===== src/core/cbmd_defines.vh =====
`ifndef CBMD_DEFINES_VH
`define CBMD_DEFINES_VH
// apb register byte addresses
`define CBMD_ADDR_CTRL 12'h000
`define CBMD_ADDR_BYTE 12'h004
`define CBMD_ADDR_PSW 12'h008
`define CBMD_ADDR_REGS 12'h00C
`define CBMD_ADDR_BASE 12'h010
`define CBMD_ADDR_IDX 12'h014
`define CBMD_ADDR_INFO 12'h018
`define CBMD_ADDR_EA 12'h01C
`define CBMD_ADDR_DISP 12'h020
`define CBMD_ADDR_IMM 12'h024
`define CBMD_ADDR_CLASS 12'h028
// status word bit positions
`define CBMD_PSW_CF 0
`define CBMD_PSW_PF 2
`define CBMD_PSW_AF 4
`define CBMD_PSW_ZF 6
`define CBMD_PSW_SF 7
`define CBMD_PSW_TF 8
`define CBMD_PSW_IF 9
`define CBMD_PSW_DF 10
`define CBMD_PSW_OF 11
`define CBMD_PSW_MASK 16'h0FD5
`define CBMD_PSW_RESET 16'h0000
// opcodes
`define CBMD_OP_JMP_NEAR 8'hE9
`define CBMD_OP_JMP_SHORT 8'hEB
`define CBMD_OP_JMP_FAR 8'hEA
`define CBMD_OP_GRP_FF 8'hFF
`define CBMD_OP_RET 8'hC3
`define CBMD_OP_RET_IMM 8'hC2
`define CBMD_OP_RETF 8'hCB
`define CBMD_OP_RETF_IMM 8'hCA
`define CBMD_OP_LOOP 8'hE2
`define CBMD_OP_LOOPZ 8'hE1
`define CBMD_OP_LOOPNZ 8'hE0
`define CBMD_OP_JCZ 8'hE3
`define CBMD_OP_INT 8'hCD
`define CBMD_OP_INT3 8'hCC
`define CBMD_OP_INTO 8'hCE
`define CBMD_OP_INTERRUPT_RETURN 8'hCF
`define CBMD_OP_CLC 8'hF8
`define CBMD_OP_CMC 8'hF5
`define CBMD_OP_STC 8'hF9
`define CBMD_OP_CLD 8'hFC
`define CBMD_OP_STD 8'hFD
`define CBMD_OP_CLI 8'hFA
`define CBMD_OP_STI 8'hFB
`define CBMD_OP_HLT 8'hF4
`define CBMD_OP_WAIT 8'h9B
`define CBMD_OP_LOCK 8'hF0
`define CBMD_OP_MOV_SEG 8'h8E
// decode classes
`define CBMD_CL_NONE 6'h00
`define CBMD_CL_JMP_NEAR 6'h01
`define CBMD_CL_JMP_SHORT 6'h02
`define CBMD_CL_JMP_IND 6'h03
`define CBMD_CL_JMP_FAR 6'h04
`define CBMD_CL_JMP_IND_FAR 6'h05
`define CBMD_CL_RET 6'h06
`define CBMD_CL_RET_IMM 6'h07
`define CBMD_CL_RETF 6'h08
`define CBMD_CL_RETF_IMM 6'h09
`define CBMD_CL_JCC 6'h0A
`define CBMD_CL_LOOP 6'h0B
`define CBMD_CL_LOOPZ 6'h0C
`define CBMD_CL_LOOPNZ 6'h0D
`define CBMD_CL_JCZ 6'h0E
`define CBMD_CL_INT 6'h0F
`define CBMD_CL_INT3 6'h10
`define CBMD_CL_INTO 6'h11
`define CBMD_CL_INTERRUPT_RETURN 6'h12
`define CBMD_CL_CTRL 6'h13
`define CBMD_CL_SEGPFX 6'h14
`define CBMD_CL_ILLEGAL 6'h15
`define CBMD_CL_MODRM 6'h16
`define CBMD_INT3_TYPE 8'h03
`endif


===== src/core/cbmd_decoder.v =====
// The register addresses and the APB slave port were decided locally.
`timescale 1ns/100ps
`default_nettype none
`include "cbmd_defines.vh"
module cbmd_decoder (
    input wire pclk,
    input wire presetn,
    input wire psel,
    input wire penable,
    input wire pwrite,
    input wire [11:0] paddr,
    input wire [31:0] pwdata,
    output reg [31:0] prdata,
    output wire pready,
    output wire pslverr
);
    // byte feed: software writes instruction bytes one at a time
    localparam ST_OP = 6'b000001;
    localparam ST_MODRM = 6'b000010;
    localparam ST_DISP = 6'b000100;
    localparam ST_IMM = 6'b001000;
    localparam ST_DONE = 6'b010000;
    localparam ST_SEG = 6'b100000;

    reg [5:0] state_r;
    reg [7:0] op_r;
    reg [7:0] modrm_r;
    reg [15:0] disp_r;
    reg [15:0] imm_r;
    reg [1:0] disp_left_r;
    reg [2:0] imm_left_r;
    reg disp_idx_r;
    reg imm_idx_r;
    reg [5:0] class_r;
    reg [15:0] psw_r;
    reg [15:0] count_r;
    reg [15:0] base_r;
    reg [15:0] frame_r;
    reg [15:0] src_r;
    reg [15:0] dst_r;
    reg [1:0] seg_ovr_r;
    reg seg_ovr_vld_r;
    reg [1:0] seg_r;
    reg taken_r;
    reg illegal_r;
    reg [1:0] modrm_need_disp;

    wire wr = psel & penable & pwrite;
    wire rd = psel & penable & ~pwrite;
    wire feed = wr & (paddr == `CBMD_ADDR_BYTE);
    wire [7:0] b = pwdata[7:0];
    wire mapped = (paddr == `CBMD_ADDR_CTRL) | (paddr == `CBMD_ADDR_BYTE) |
        (paddr == `CBMD_ADDR_PSW) | (paddr == `CBMD_ADDR_REGS) |
        (paddr == `CBMD_ADDR_BASE) | (paddr == `CBMD_ADDR_IDX) |
        (paddr == `CBMD_ADDR_INFO) | (paddr == `CBMD_ADDR_EA) |
        (paddr == `CBMD_ADDR_DISP) | (paddr == `CBMD_ADDR_IMM) |
        (paddr == `CBMD_ADDR_CLASS);

    assign pready = 1'b1;
    assign pslverr = psel & penable & ~mapped;

    wire cf = psw_r[`CBMD_PSW_CF];
    wire pf = psw_r[`CBMD_PSW_PF];
    wire zf = psw_r[`CBMD_PSW_ZF];
    wire sf = psw_r[`CBMD_PSW_SF];
    wire of = psw_r[`CBMD_PSW_OF];

    // condition of a short conditional jump
    reg cond;
    always @* begin
        case (op_r[3:1])
            3'd0: cond = of;
            3'd1: cond = cf;
            3'd2: cond = zf;
            3'd3: cond = cf | zf;
            3'd4: cond = sf;
            3'd5: cond = pf;
            3'd6: cond = sf ^ of;
            default: cond = (sf ^ of) | zf;
        endcase
    end
    wire jcc_take = cond ^ op_r[0];
    wire [15:0] cnt_dec = count_r - 16'h0001;

    // opcode classification
    reg [5:0] cls;
    reg [1:0] op_imm;
    reg op_has_modrm;
    always @* begin
        cls = `CBMD_CL_NONE;
        op_imm = 2'd0;
        op_has_modrm = 1'b0;
        if (b[7:4] == 4'h7) begin
            cls = `CBMD_CL_JCC;
            op_imm = 2'd1;
        end else begin
            case (b)
                `CBMD_OP_JMP_NEAR: begin
                    cls = `CBMD_CL_JMP_NEAR;
                    op_imm = 2'd2;
                end
                `CBMD_OP_JMP_SHORT: begin
                    cls = `CBMD_CL_JMP_SHORT;
                    op_imm = 2'd1;
                end
                `CBMD_OP_JMP_FAR: begin
                    // code 3 stands for offset word plus segment word
                    cls = `CBMD_CL_JMP_FAR;
                    op_imm = 2'd3;
                end
                `CBMD_OP_GRP_FF: op_has_modrm = 1'b1;
                `CBMD_OP_MOV_SEG: op_has_modrm = 1'b1;
                `CBMD_OP_RET: cls = `CBMD_CL_RET;
                `CBMD_OP_RET_IMM: begin
                    cls = `CBMD_CL_RET_IMM;
                    op_imm = 2'd2;
                end
                `CBMD_OP_RETF: cls = `CBMD_CL_RETF;
                `CBMD_OP_RETF_IMM: begin
                    cls = `CBMD_CL_RETF_IMM;
                    op_imm = 2'd2;
                end
                `CBMD_OP_LOOP: begin
                    cls = `CBMD_CL_LOOP;
                    op_imm = 2'd1;
                end
                `CBMD_OP_LOOPZ: begin
                    cls = `CBMD_CL_LOOPZ;
                    op_imm = 2'd1;
                end
                `CBMD_OP_LOOPNZ: begin
                    cls = `CBMD_CL_LOOPNZ;
                    op_imm = 2'd1;
                end
                `CBMD_OP_JCZ: begin
                    cls = `CBMD_CL_JCZ;
                    op_imm = 2'd1;
                end
                `CBMD_OP_INT: begin
                    cls = `CBMD_CL_INT;
                    op_imm = 2'd1;
                end
                `CBMD_OP_INT3: cls = `CBMD_CL_INT3;
                `CBMD_OP_INTO: cls = `CBMD_CL_INTO;
                `CBMD_OP_INTERRUPT_RETURN: cls = `CBMD_CL_INTERRUPT_RETURN;
                `CBMD_OP_CLC, `CBMD_OP_CMC, `CBMD_OP_STC, `CBMD_OP_CLD,
                `CBMD_OP_STD, `CBMD_OP_CLI, `CBMD_OP_STI, `CBMD_OP_HLT,
                `CBMD_OP_WAIT, `CBMD_OP_LOCK: cls = `CBMD_CL_CTRL;
                default: begin
                    if ({b[7:5], b[2:0]} == 6'b001110)
                        cls = `CBMD_CL_SEGPFX;
                    else
                        cls = `CBMD_CL_NONE;
                end
            endcase
        end
    end

    // displacement bytes implied by the addressing byte
    always @* begin
        case (b[7:6])
            2'b00: modrm_need_disp = (b[2:0] == 3'b110) ? 2'd2 : 2'd0;
            2'b01: modrm_need_disp = 2'd1;
            2'b10: modrm_need_disp = 2'd2;
            default: modrm_need_disp = 2'd0;
        endcase
    end

    // effective address; direct form ignores base registers
    reg [15:0] ea_base;
    always @* begin
        case (modrm_r[2:0])
            3'b000: ea_base = base_r + src_r;
            3'b001: ea_base = base_r + dst_r;
            3'b010: ea_base = frame_r + src_r;
            3'b011: ea_base = frame_r + dst_r;
            3'b100: ea_base = src_r;
            3'b101: ea_base = dst_r;
            3'b110: ea_base = (modrm_r[7:6] == 2'b00) ? 16'h0000 : frame_r;
            default: ea_base = base_r;
        endcase
    end
    wire [15:0] disp_ext = (modrm_r[7:6] == 2'b01) ?
        {{8{disp_r[7]}}, disp_r[7:0]} : disp_r;
    wire [15:0] ea = ea_base + disp_ext;
    wire is_mem = (modrm_r[7:6] != 2'b11);
    wire width_word = op_r[0];
    wire dir_to_reg = op_r[1];
    wire [15:0] imm_sx = {{8{imm_r[7]}}, imm_r[7:0]};
    wire sx_imm = op_r[1] & op_r[0];
    wire [7:0] shift_cnt = op_r[1] ? count_r[7:0] : 8'h01;
    wire rep_go = (op_r[0] == zf);
    // default segment: frame-pointer forms use stack segment
    wire [1:0] def_seg = (modrm_r[2:1] == 2'b01 ||
        (modrm_r[2:0] == 3'b110 && modrm_r[7:6] != 2'b00)) ? 2'b10 : 2'b11;

    // completion of a finished instruction
    reg take_nxt;
    always @* begin
        case (class_r)
            `CBMD_CL_JCC: take_nxt = jcc_take;
            `CBMD_CL_LOOP: take_nxt = (cnt_dec != 16'h0000);
            `CBMD_CL_LOOPZ: take_nxt = (cnt_dec != 16'h0000) & zf;
            `CBMD_CL_LOOPNZ: take_nxt = (cnt_dec != 16'h0000) & ~zf;
            `CBMD_CL_JCZ: take_nxt = (count_r == 16'h0000);
            `CBMD_CL_INTO: take_nxt = of;
            `CBMD_CL_NONE, `CBMD_CL_ILLEGAL, `CBMD_CL_MODRM: take_nxt = 1'b0;
            default: take_nxt = 1'b1;
        endcase
    end
    wire is_loop = (class_r == `CBMD_CL_LOOP) | (class_r == `CBMD_CL_LOOPZ) |
        (class_r == `CBMD_CL_LOOPNZ);

    always @(posedge pclk or negedge presetn) begin
        if (!presetn) begin
            state_r <= ST_OP;
            op_r <= 8'h00;
            modrm_r <= 8'h00;
            disp_r <= 16'h0000;
            imm_r <= 16'h0000;
            disp_left_r <= 2'd0;
            imm_left_r <= 3'd0;
            disp_idx_r <= 1'b0;
            imm_idx_r <= 1'b0;
            class_r <= `CBMD_CL_NONE;
            psw_r <= `CBMD_PSW_RESET;
            count_r <= 16'h0000;
            base_r <= 16'h0000;
            frame_r <= 16'h0000;
            src_r <= 16'h0000;
            dst_r <= 16'h0000;
            seg_ovr_r <= 2'b00;
            seg_ovr_vld_r <= 1'b0;
            seg_r <= 2'b11;
            taken_r <= 1'b0;
            illegal_r <= 1'b0;
        end else begin
            if (wr && paddr == `CBMD_ADDR_CTRL && pwdata[0])
                state_r <= ST_OP;
            if (wr && paddr == `CBMD_ADDR_PSW)
                psw_r <= pwdata[15:0] & `CBMD_PSW_MASK;
            if (wr && paddr == `CBMD_ADDR_REGS)
                count_r <= pwdata[15:0];
            if (wr && paddr == `CBMD_ADDR_BASE) begin
                base_r <= pwdata[15:0];
                frame_r <= pwdata[31:16];
            end
            if (wr && paddr == `CBMD_ADDR_IDX) begin
                src_r <= pwdata[15:0];
                dst_r <= pwdata[31:16];
            end
            if (state_r == ST_DONE) begin
                taken_r <= take_nxt;
                if (is_loop)
                    count_r <= cnt_dec;
                if (class_r == `CBMD_CL_CTRL) begin
                    case (op_r)
                        `CBMD_OP_CLC: psw_r[`CBMD_PSW_CF] <= 1'b0;
                        `CBMD_OP_CMC: psw_r[`CBMD_PSW_CF] <= ~cf;
                        `CBMD_OP_STC: psw_r[`CBMD_PSW_CF] <= 1'b1;
                        `CBMD_OP_CLD: psw_r[`CBMD_PSW_DF] <= 1'b0;
                        `CBMD_OP_STD: psw_r[`CBMD_PSW_DF] <= 1'b1;
                        `CBMD_OP_CLI: psw_r[`CBMD_PSW_IF] <= 1'b0;
                        `CBMD_OP_STI: psw_r[`CBMD_PSW_IF] <= 1'b1;
                        default: psw_r <= psw_r;
                    endcase
                end
                state_r <= ST_OP;
            end else if (feed) begin
                case (state_r)
                    ST_OP: begin
                        op_r <= b;
                        class_r <= op_has_modrm ? `CBMD_CL_MODRM : cls;
                        disp_r <= 16'h0000;
                        imm_r <= 16'h0000;
                        disp_idx_r <= 1'b0;
                        imm_idx_r <= 1'b0;
                        imm_left_r <= (op_imm == 2'd3) ? 3'd4 :
                            {1'b0, op_imm};
                        illegal_r <= 1'b0;
                        if (cls == `CBMD_CL_SEGPFX) begin
                            seg_ovr_r <= b[4:3];
                            seg_ovr_vld_r <= 1'b1;
                            state_r <= ST_OP;
                        end else if (op_has_modrm)
                            state_r <= ST_MODRM;
                        else if (op_imm != 2'd0)
                            state_r <= ST_IMM;
                        else
                            state_r <= ST_DONE;
                    end
                    ST_MODRM: begin
                        modrm_r <= b;
                        disp_left_r <= modrm_need_disp;
                        seg_r <= seg_ovr_vld_r ? seg_ovr_r :
                            ((b[7:6] == 2'b00 && b[2:0] == 3'b110) ? 2'b11 :
                            ((b[2:1] == 2'b01 || b[2:0] == 3'b110) ?
                            2'b10 : 2'b11));
                        seg_ovr_vld_r <= 1'b0;
                        if (op_r == `CBMD_OP_MOV_SEG) begin
                            illegal_r <= (b[4:3] == 2'b01);
                            class_r <= (b[4:3] == 2'b01) ?
                                `CBMD_CL_ILLEGAL : `CBMD_CL_MODRM;
                        end else if (b[5:3] == 3'b100)
                            class_r <= `CBMD_CL_JMP_IND;
                        else if (b[5:3] == 3'b101)
                            class_r <= `CBMD_CL_JMP_IND_FAR;
                        if (modrm_need_disp != 2'd0)
                            state_r <= ST_DISP;
                        else
                            state_r <= ST_DONE;
                    end
                    ST_DISP: begin
                        if (disp_idx_r)
                            disp_r[15:8] <= b;
                        else
                            disp_r[7:0] <= b;
                        disp_idx_r <= 1'b1;
                        disp_left_r <= disp_left_r - 2'd1;
                        if (disp_left_r == 2'd1)
                            state_r <= (imm_left_r != 3'd0) ? ST_IMM : ST_DONE;
                    end
                    ST_IMM: begin
                        // far form keeps the offset word, segment skipped
                        if (class_r != `CBMD_CL_JMP_FAR ||
                            imm_left_r > 3'd2) begin
                            if (imm_idx_r)
                                imm_r[15:8] <= b;
                            else
                                imm_r[7:0] <= b;
                        end
                        imm_idx_r <= 1'b1;
                        imm_left_r <= imm_left_r - 3'd1;
                        if (imm_left_r == 3'd1)
                            state_r <= ST_DONE;
                    end
                    default: state_r <= ST_OP;
                endcase
            end
        end
    end

    // register read mux
    always @* begin
        prdata = 32'h0000_0000;
        if (rd) begin
            case (paddr)
                `CBMD_ADDR_CTRL: prdata = {26'h0000000, state_r};
                `CBMD_ADDR_PSW: prdata = {16'h0000, psw_r};
                `CBMD_ADDR_REGS: prdata = {16'h0000, count_r};
                `CBMD_ADDR_BASE: prdata = {frame_r, base_r};
                `CBMD_ADDR_IDX: prdata = {dst_r, src_r};
                `CBMD_ADDR_INFO: prdata = {16'h0000, shift_cnt, rep_go,
                    illegal_r, taken_r, is_mem, sx_imm, dir_to_reg,
                    width_word, 1'b0};
                `CBMD_ADDR_EA: prdata = {12'h000, def_seg, seg_r, ea};
                `CBMD_ADDR_DISP: prdata = {16'h0000, disp_ext};
                `CBMD_ADDR_IMM: prdata = {(sx_imm ? imm_sx : imm_r), imm_r};
                `CBMD_ADDR_CLASS: prdata = {8'h00, modrm_r, op_r, 2'b00,
                    class_r};
                default: prdata = 32'h0000_0000;
            endcase
        end
    end
endmodule // cbmd_decoder
`default_nettype wire


===== config.mk =====
export PLATFORM = sky130hd
export DESIGN_NAME = cbmd_decoder
export DESIGN_NICKNAME = d
export VERILOG_FILES = /design/src/core/cbmd_decoder.v
export VERILOG_INCLUDE_DIRS = /design/src /design/src/core
export SDC_FILE = /design/constraint.sdc
export NUM_CORES = 1
export LEC_CHECK = 0
export BUFFER_PORTS_ARGS = -buffer_cell sky130_fd_sc_hd__buf_4
export CORE_ASPECT_RATIO = 0.6
export CORE_MARGIN = 5
export CORE_UTILIZATION = 50
export CTS_CLUSTER_SIZE = 20
export DETAILED_ROUTE_END_ITERATION = 10
export GPL_TIMING_DRIVEN = 0
export PLACE_DENSITY_LB_ADDON = 0.2
export SETUP_SLACK_MARGIN = 0.4
export SLEW_MARGIN = 20
export SYNTH_ARGS = -nofsm -noshare
export SYNTH_HDL_FRONTEND = slang
export SYNTH_SLANG_ARGS = --single-unit

===== constraint.sdc =====
create_clock -name pclk -period 15.25 [get_ports pclk]
set_input_delay 1.525 -clock pclk [delete_from_list [all_inputs] [get_ports pclk]]
set_output_delay 1.525 -clock pclk [all_outputs]
set_load 0.01 [all_outputs]

==> run_results.csv <==
group,metric,value,unit
final_layout,fin_cells,1893,
sta,slew_violations,0,
status,outcome,"complete, no violations",
routing,drtAntennaViolNets,0,
floorplanning,floorplan.initialDensity,50.9,%
global_routing,gr-usage-all-layers,34.5,%
logic_synthesis,ys.flop_type,"dfrtp_1",
final_layout,regArea,4060,um2
clock_network,clock_path_buffers,2,
hold_path,min_path_type,"register to register",
logic_synthesis,yosysSeqAreaShare,32.8,%
clock_network,htreeDepth,4,
logic_synthesis,synthDominantCellAreaShare,32.2,%
sta,setup_violations,0,
sta,min_period_over_period,67.6,%
critical_path,path_max_fanout,10,
placement,port_buffers,78,
placement,place_area,13400,um2
global_routing,grt_pass1_wl,74.0,mm
sta,tightest_slew,1220,ps
power_and_ir_drop,p_sw,0.224,mW
logic_synthesis,synth_common_cells,"dfrtp_1 (159), nand2_1 (149), o21ai_0 (129)",
clock_network,cts_buffers,17,
floorplanning,die_h,132,um
clock_network,cts_root_buf,"clkbuf_16",
final_layout,num_antenna_cells,0,
logic_synthesis,synth_edf_count,0,
floorplanning,die_area,28100,um2
placement,placed_cells,1861,
logic_synthesis,synth_warnings,0,
routing,drtPass1Iterations,7,
power_and_ir_drop,p_int,0.732,mW
power_and_ir_drop,power.total,0.956,mW
logic_synthesis,syn-num-nets,1565,
clock_network,cts_resized,0,
final_layout,layout.nets,1664,
logic_synthesis,synth.avg_cell_area,8.47,um2
placement,hpwl,38.0,mm
flow_run,cap_viol_max_count,0,
critical_path,critPathKind,"register to output port",
logic_synthesis,synth_area_leaders,"dfrtp_1 (32%), mux2_2 (9.9%), ha_1 (5.5%)",
final_layout,drive_gt1_share,15.8,%
sta,rsz0062_at_grt,"false",
clock_network,clock_latency,450,ps
sta,period_needed,10310,ps
critical_path,worstPathRequired,13730,ps
final_layout,multi_input_area,7750,um2
routing,vias,12900,
logic_synthesis,syn_area,12400,um2
logic_synthesis,ys_ff_latch,162,
routing,drt-wirelength-per-cell,26.0,um
clock_network,cts.clk_slew.worst_paths,70,ps
power_and_ir_drop,peakVddDrop,73.6,uV
power_and_ir_drop,p_leak,6.18,nW
clock_network,cts_setup_buffers,0,
global_routing,grt_pass1_vias,12000,
global_routing,grt_max_degree,88,
clock_network,cts.sinks,162,
final_layout,fillers,2262,
logic_synthesis,synth_top_area_cell,"dfrtp_1",
sta,holdWs,489,ps
sta,maxClockFrequency,0.0970,GHz
critical_path,arrival,8790,ps
final_layout,finalInstanceArea,14000,um2
power_and_ir_drop,p_comb_share,5.1,%
global_routing,antenna_found_initial,1,
floorplanning,core,24300,um2
logic_synthesis,ys_types,82,
power_and_ir_drop,seqPwrFrac,45.1,%
power_and_ir_drop,switching_share,23.4,%
routing,drt_iter0_markers,2048,
final_layout,area_growth,13.6,%
critical_path,critPathCaptureType,"output port",
critical_path,worstSetupStartpointType,"register",
routing,finalWirelength,49.3,mm
sta,skew,8.28,ps
routing,avgViaCountPerCell,6.81,
logic_synthesis,yosysMostFrequentCell,"dfrtp_1",
clock_network,cts_tree,"yes",
floorplanning,chipWidth,213,um
clock_network,ctsHoldBuffers,0,
power_and_ir_drop,power_density,68.1,nW/um2
power_and_ir_drop,clkPwrFrac,49.8,%
sta,tns,0,ps
floorplanning,io_pins,83,
logic_synthesis,async_reset_ff_share,100,%
logic_synthesis,synth_cells,1459,
global_routing,grt_overflow,0,
placement,gp_congestion,0.982,
floorplanning,placement_rows,44,
sta,hold_viol,0,
routing,drc,0,
sta,slew_headroom,17.7,%
## state kept, by name, indices dropped and copies added (netlist names), 3 cells and up
name,cells
psw_r,9
frame_r,16
imm_left_r,3
src_r,16
count_r,16
dst_r,16
state_r,6
base_r,16
modrm_r,8
imm_r,16
class_r,5
disp_r,16
op_r,8
## kinds of logic after synthesis
| group | after synthesis | share of synthesized area, % |
|---|---|---|
| AO/OA/AOI/OAI | 476 | 24.8 |
| other | 1 | 0.0303 |
| AND/OR/NAND/NOR | 456 | 18.0 |
| XOR/XNOR | 38 | 2.69 |
| multiplexers | 123 | 11.1 |
| buffers and inverters | 146 | 4.63 |
| flip-flops | 162 | 32.8 |
| adder cells (fa/ha/maj) | 57 | 5.95 |
## routing by layer
layer | vias up | track usage [%] | wire length [um]
li1 | 5649 | - | -
met1 | 6234 | 52.8 | 21700
met2 | 909 | 42.3 | 18200
met3 | 92 | 17.1 | 8190
met4 | 0 | 8.92 | 1140
met5 | - | 0 | 0
## cell type report
class	count	area share, %
multi-input combinational	1151	55.2
sequential	162	28.9
timing repair buffer	80	4.46
clock buffer	23	3.41
tap	322	2.87
buffer	91	2.60
inverter	55	1.47
clock inverter	9	1.08
## power groups by stage
| stage | sequential [mW] | combinational [mW] | clock (mW) |
|---|---|---|---|
| after global routing | 0.431 | 0.0529 | 0.495 |
| final | 0.431 | 0.0489 | 0.476 |
| after floorplan | 0.439 | 0.0161 | 0 |
| after global placement | 0.439 | 0.0459 | 0 |
| after CTS | 0.431 | 0.0477 | 0.477 |
| after detailed placement | 0.439 | 0.0476 | 0 |
## critical path, cell delays in order (launching register included)
cell	delay [ps]
dfrtp_1	410
clkbuf_1	320
nor2_1	740
and2_1	220
clkbuf_1	320
clkbuf_1	720
mux2_2	410
ha_1	230
fa_1	460
a21o_1	190
a21o_1	230
a2111oi_0	780
o41a_1	340
nor2b_1	60
o21ai_0	280
mux2i_1	240
o22ai_1	130
ha_1	380
a21o_1	180
a31o_2	230
nand3_1	80
o211ai_1	150
o41ai_1	350
xor2_1	130
and4_1	200
or3_1	380
buf_4	160
## layout by cell type (no fill, tap or decap), types with 6 or more instances in the layout
master     instances
dfrtp_1          159
nand2_1          149
o21ai_0          129
a21oi_1          122
mux2_2           109
nor2_1           105
clkbuf_1          83
buf_4             78
inv_1             54
ha_1              54
nand3_1           41
a22oi_1           39
nor3_1            37
a21o_1            25
xnor2_1           24
a31oi_1           21
a221oi_1          21
a222oi_1          19
nand2b_1          17
clkbuf_16         17
a211oi_1          15
xor2_1            14
mux2i_1           14
nor2b_1           12
and3_1            12
nand4_1           12
a22o_1            12
or3_1             10
nand3b_1           9
nor4_1             8
o22ai_1            7
o211ai_1           6
o21a_1             6
## worst paths after layout
path	from	to	slack, ps	cells after the start
min in group asynchronous	presetn	count_r[6]	1010	1
max in group asynchronous	presetn	dst_r[2]	13380	2
worst max register to register	state_r[1]	imm_r[8]	12050	8
worst min-delay path	seg_ovr_vld_r	seg_r[1]	490	1
worst min register to register	seg_ovr_vld_r	seg_r[1]	490	1
worst max-delay path	modrm_r[1]	prdata[15]	4940	26
## metrics by stage
stage	worst slack, ps	utilization, %
after CTS	5290	57.8
final	4940	57.8
after global placement	5900	55.0
after global routing	4700	57.8
after detailed placement	5880	55.2
after floorplan	7650	-
No activity file was read; power rests on OpenSTA's default activity.
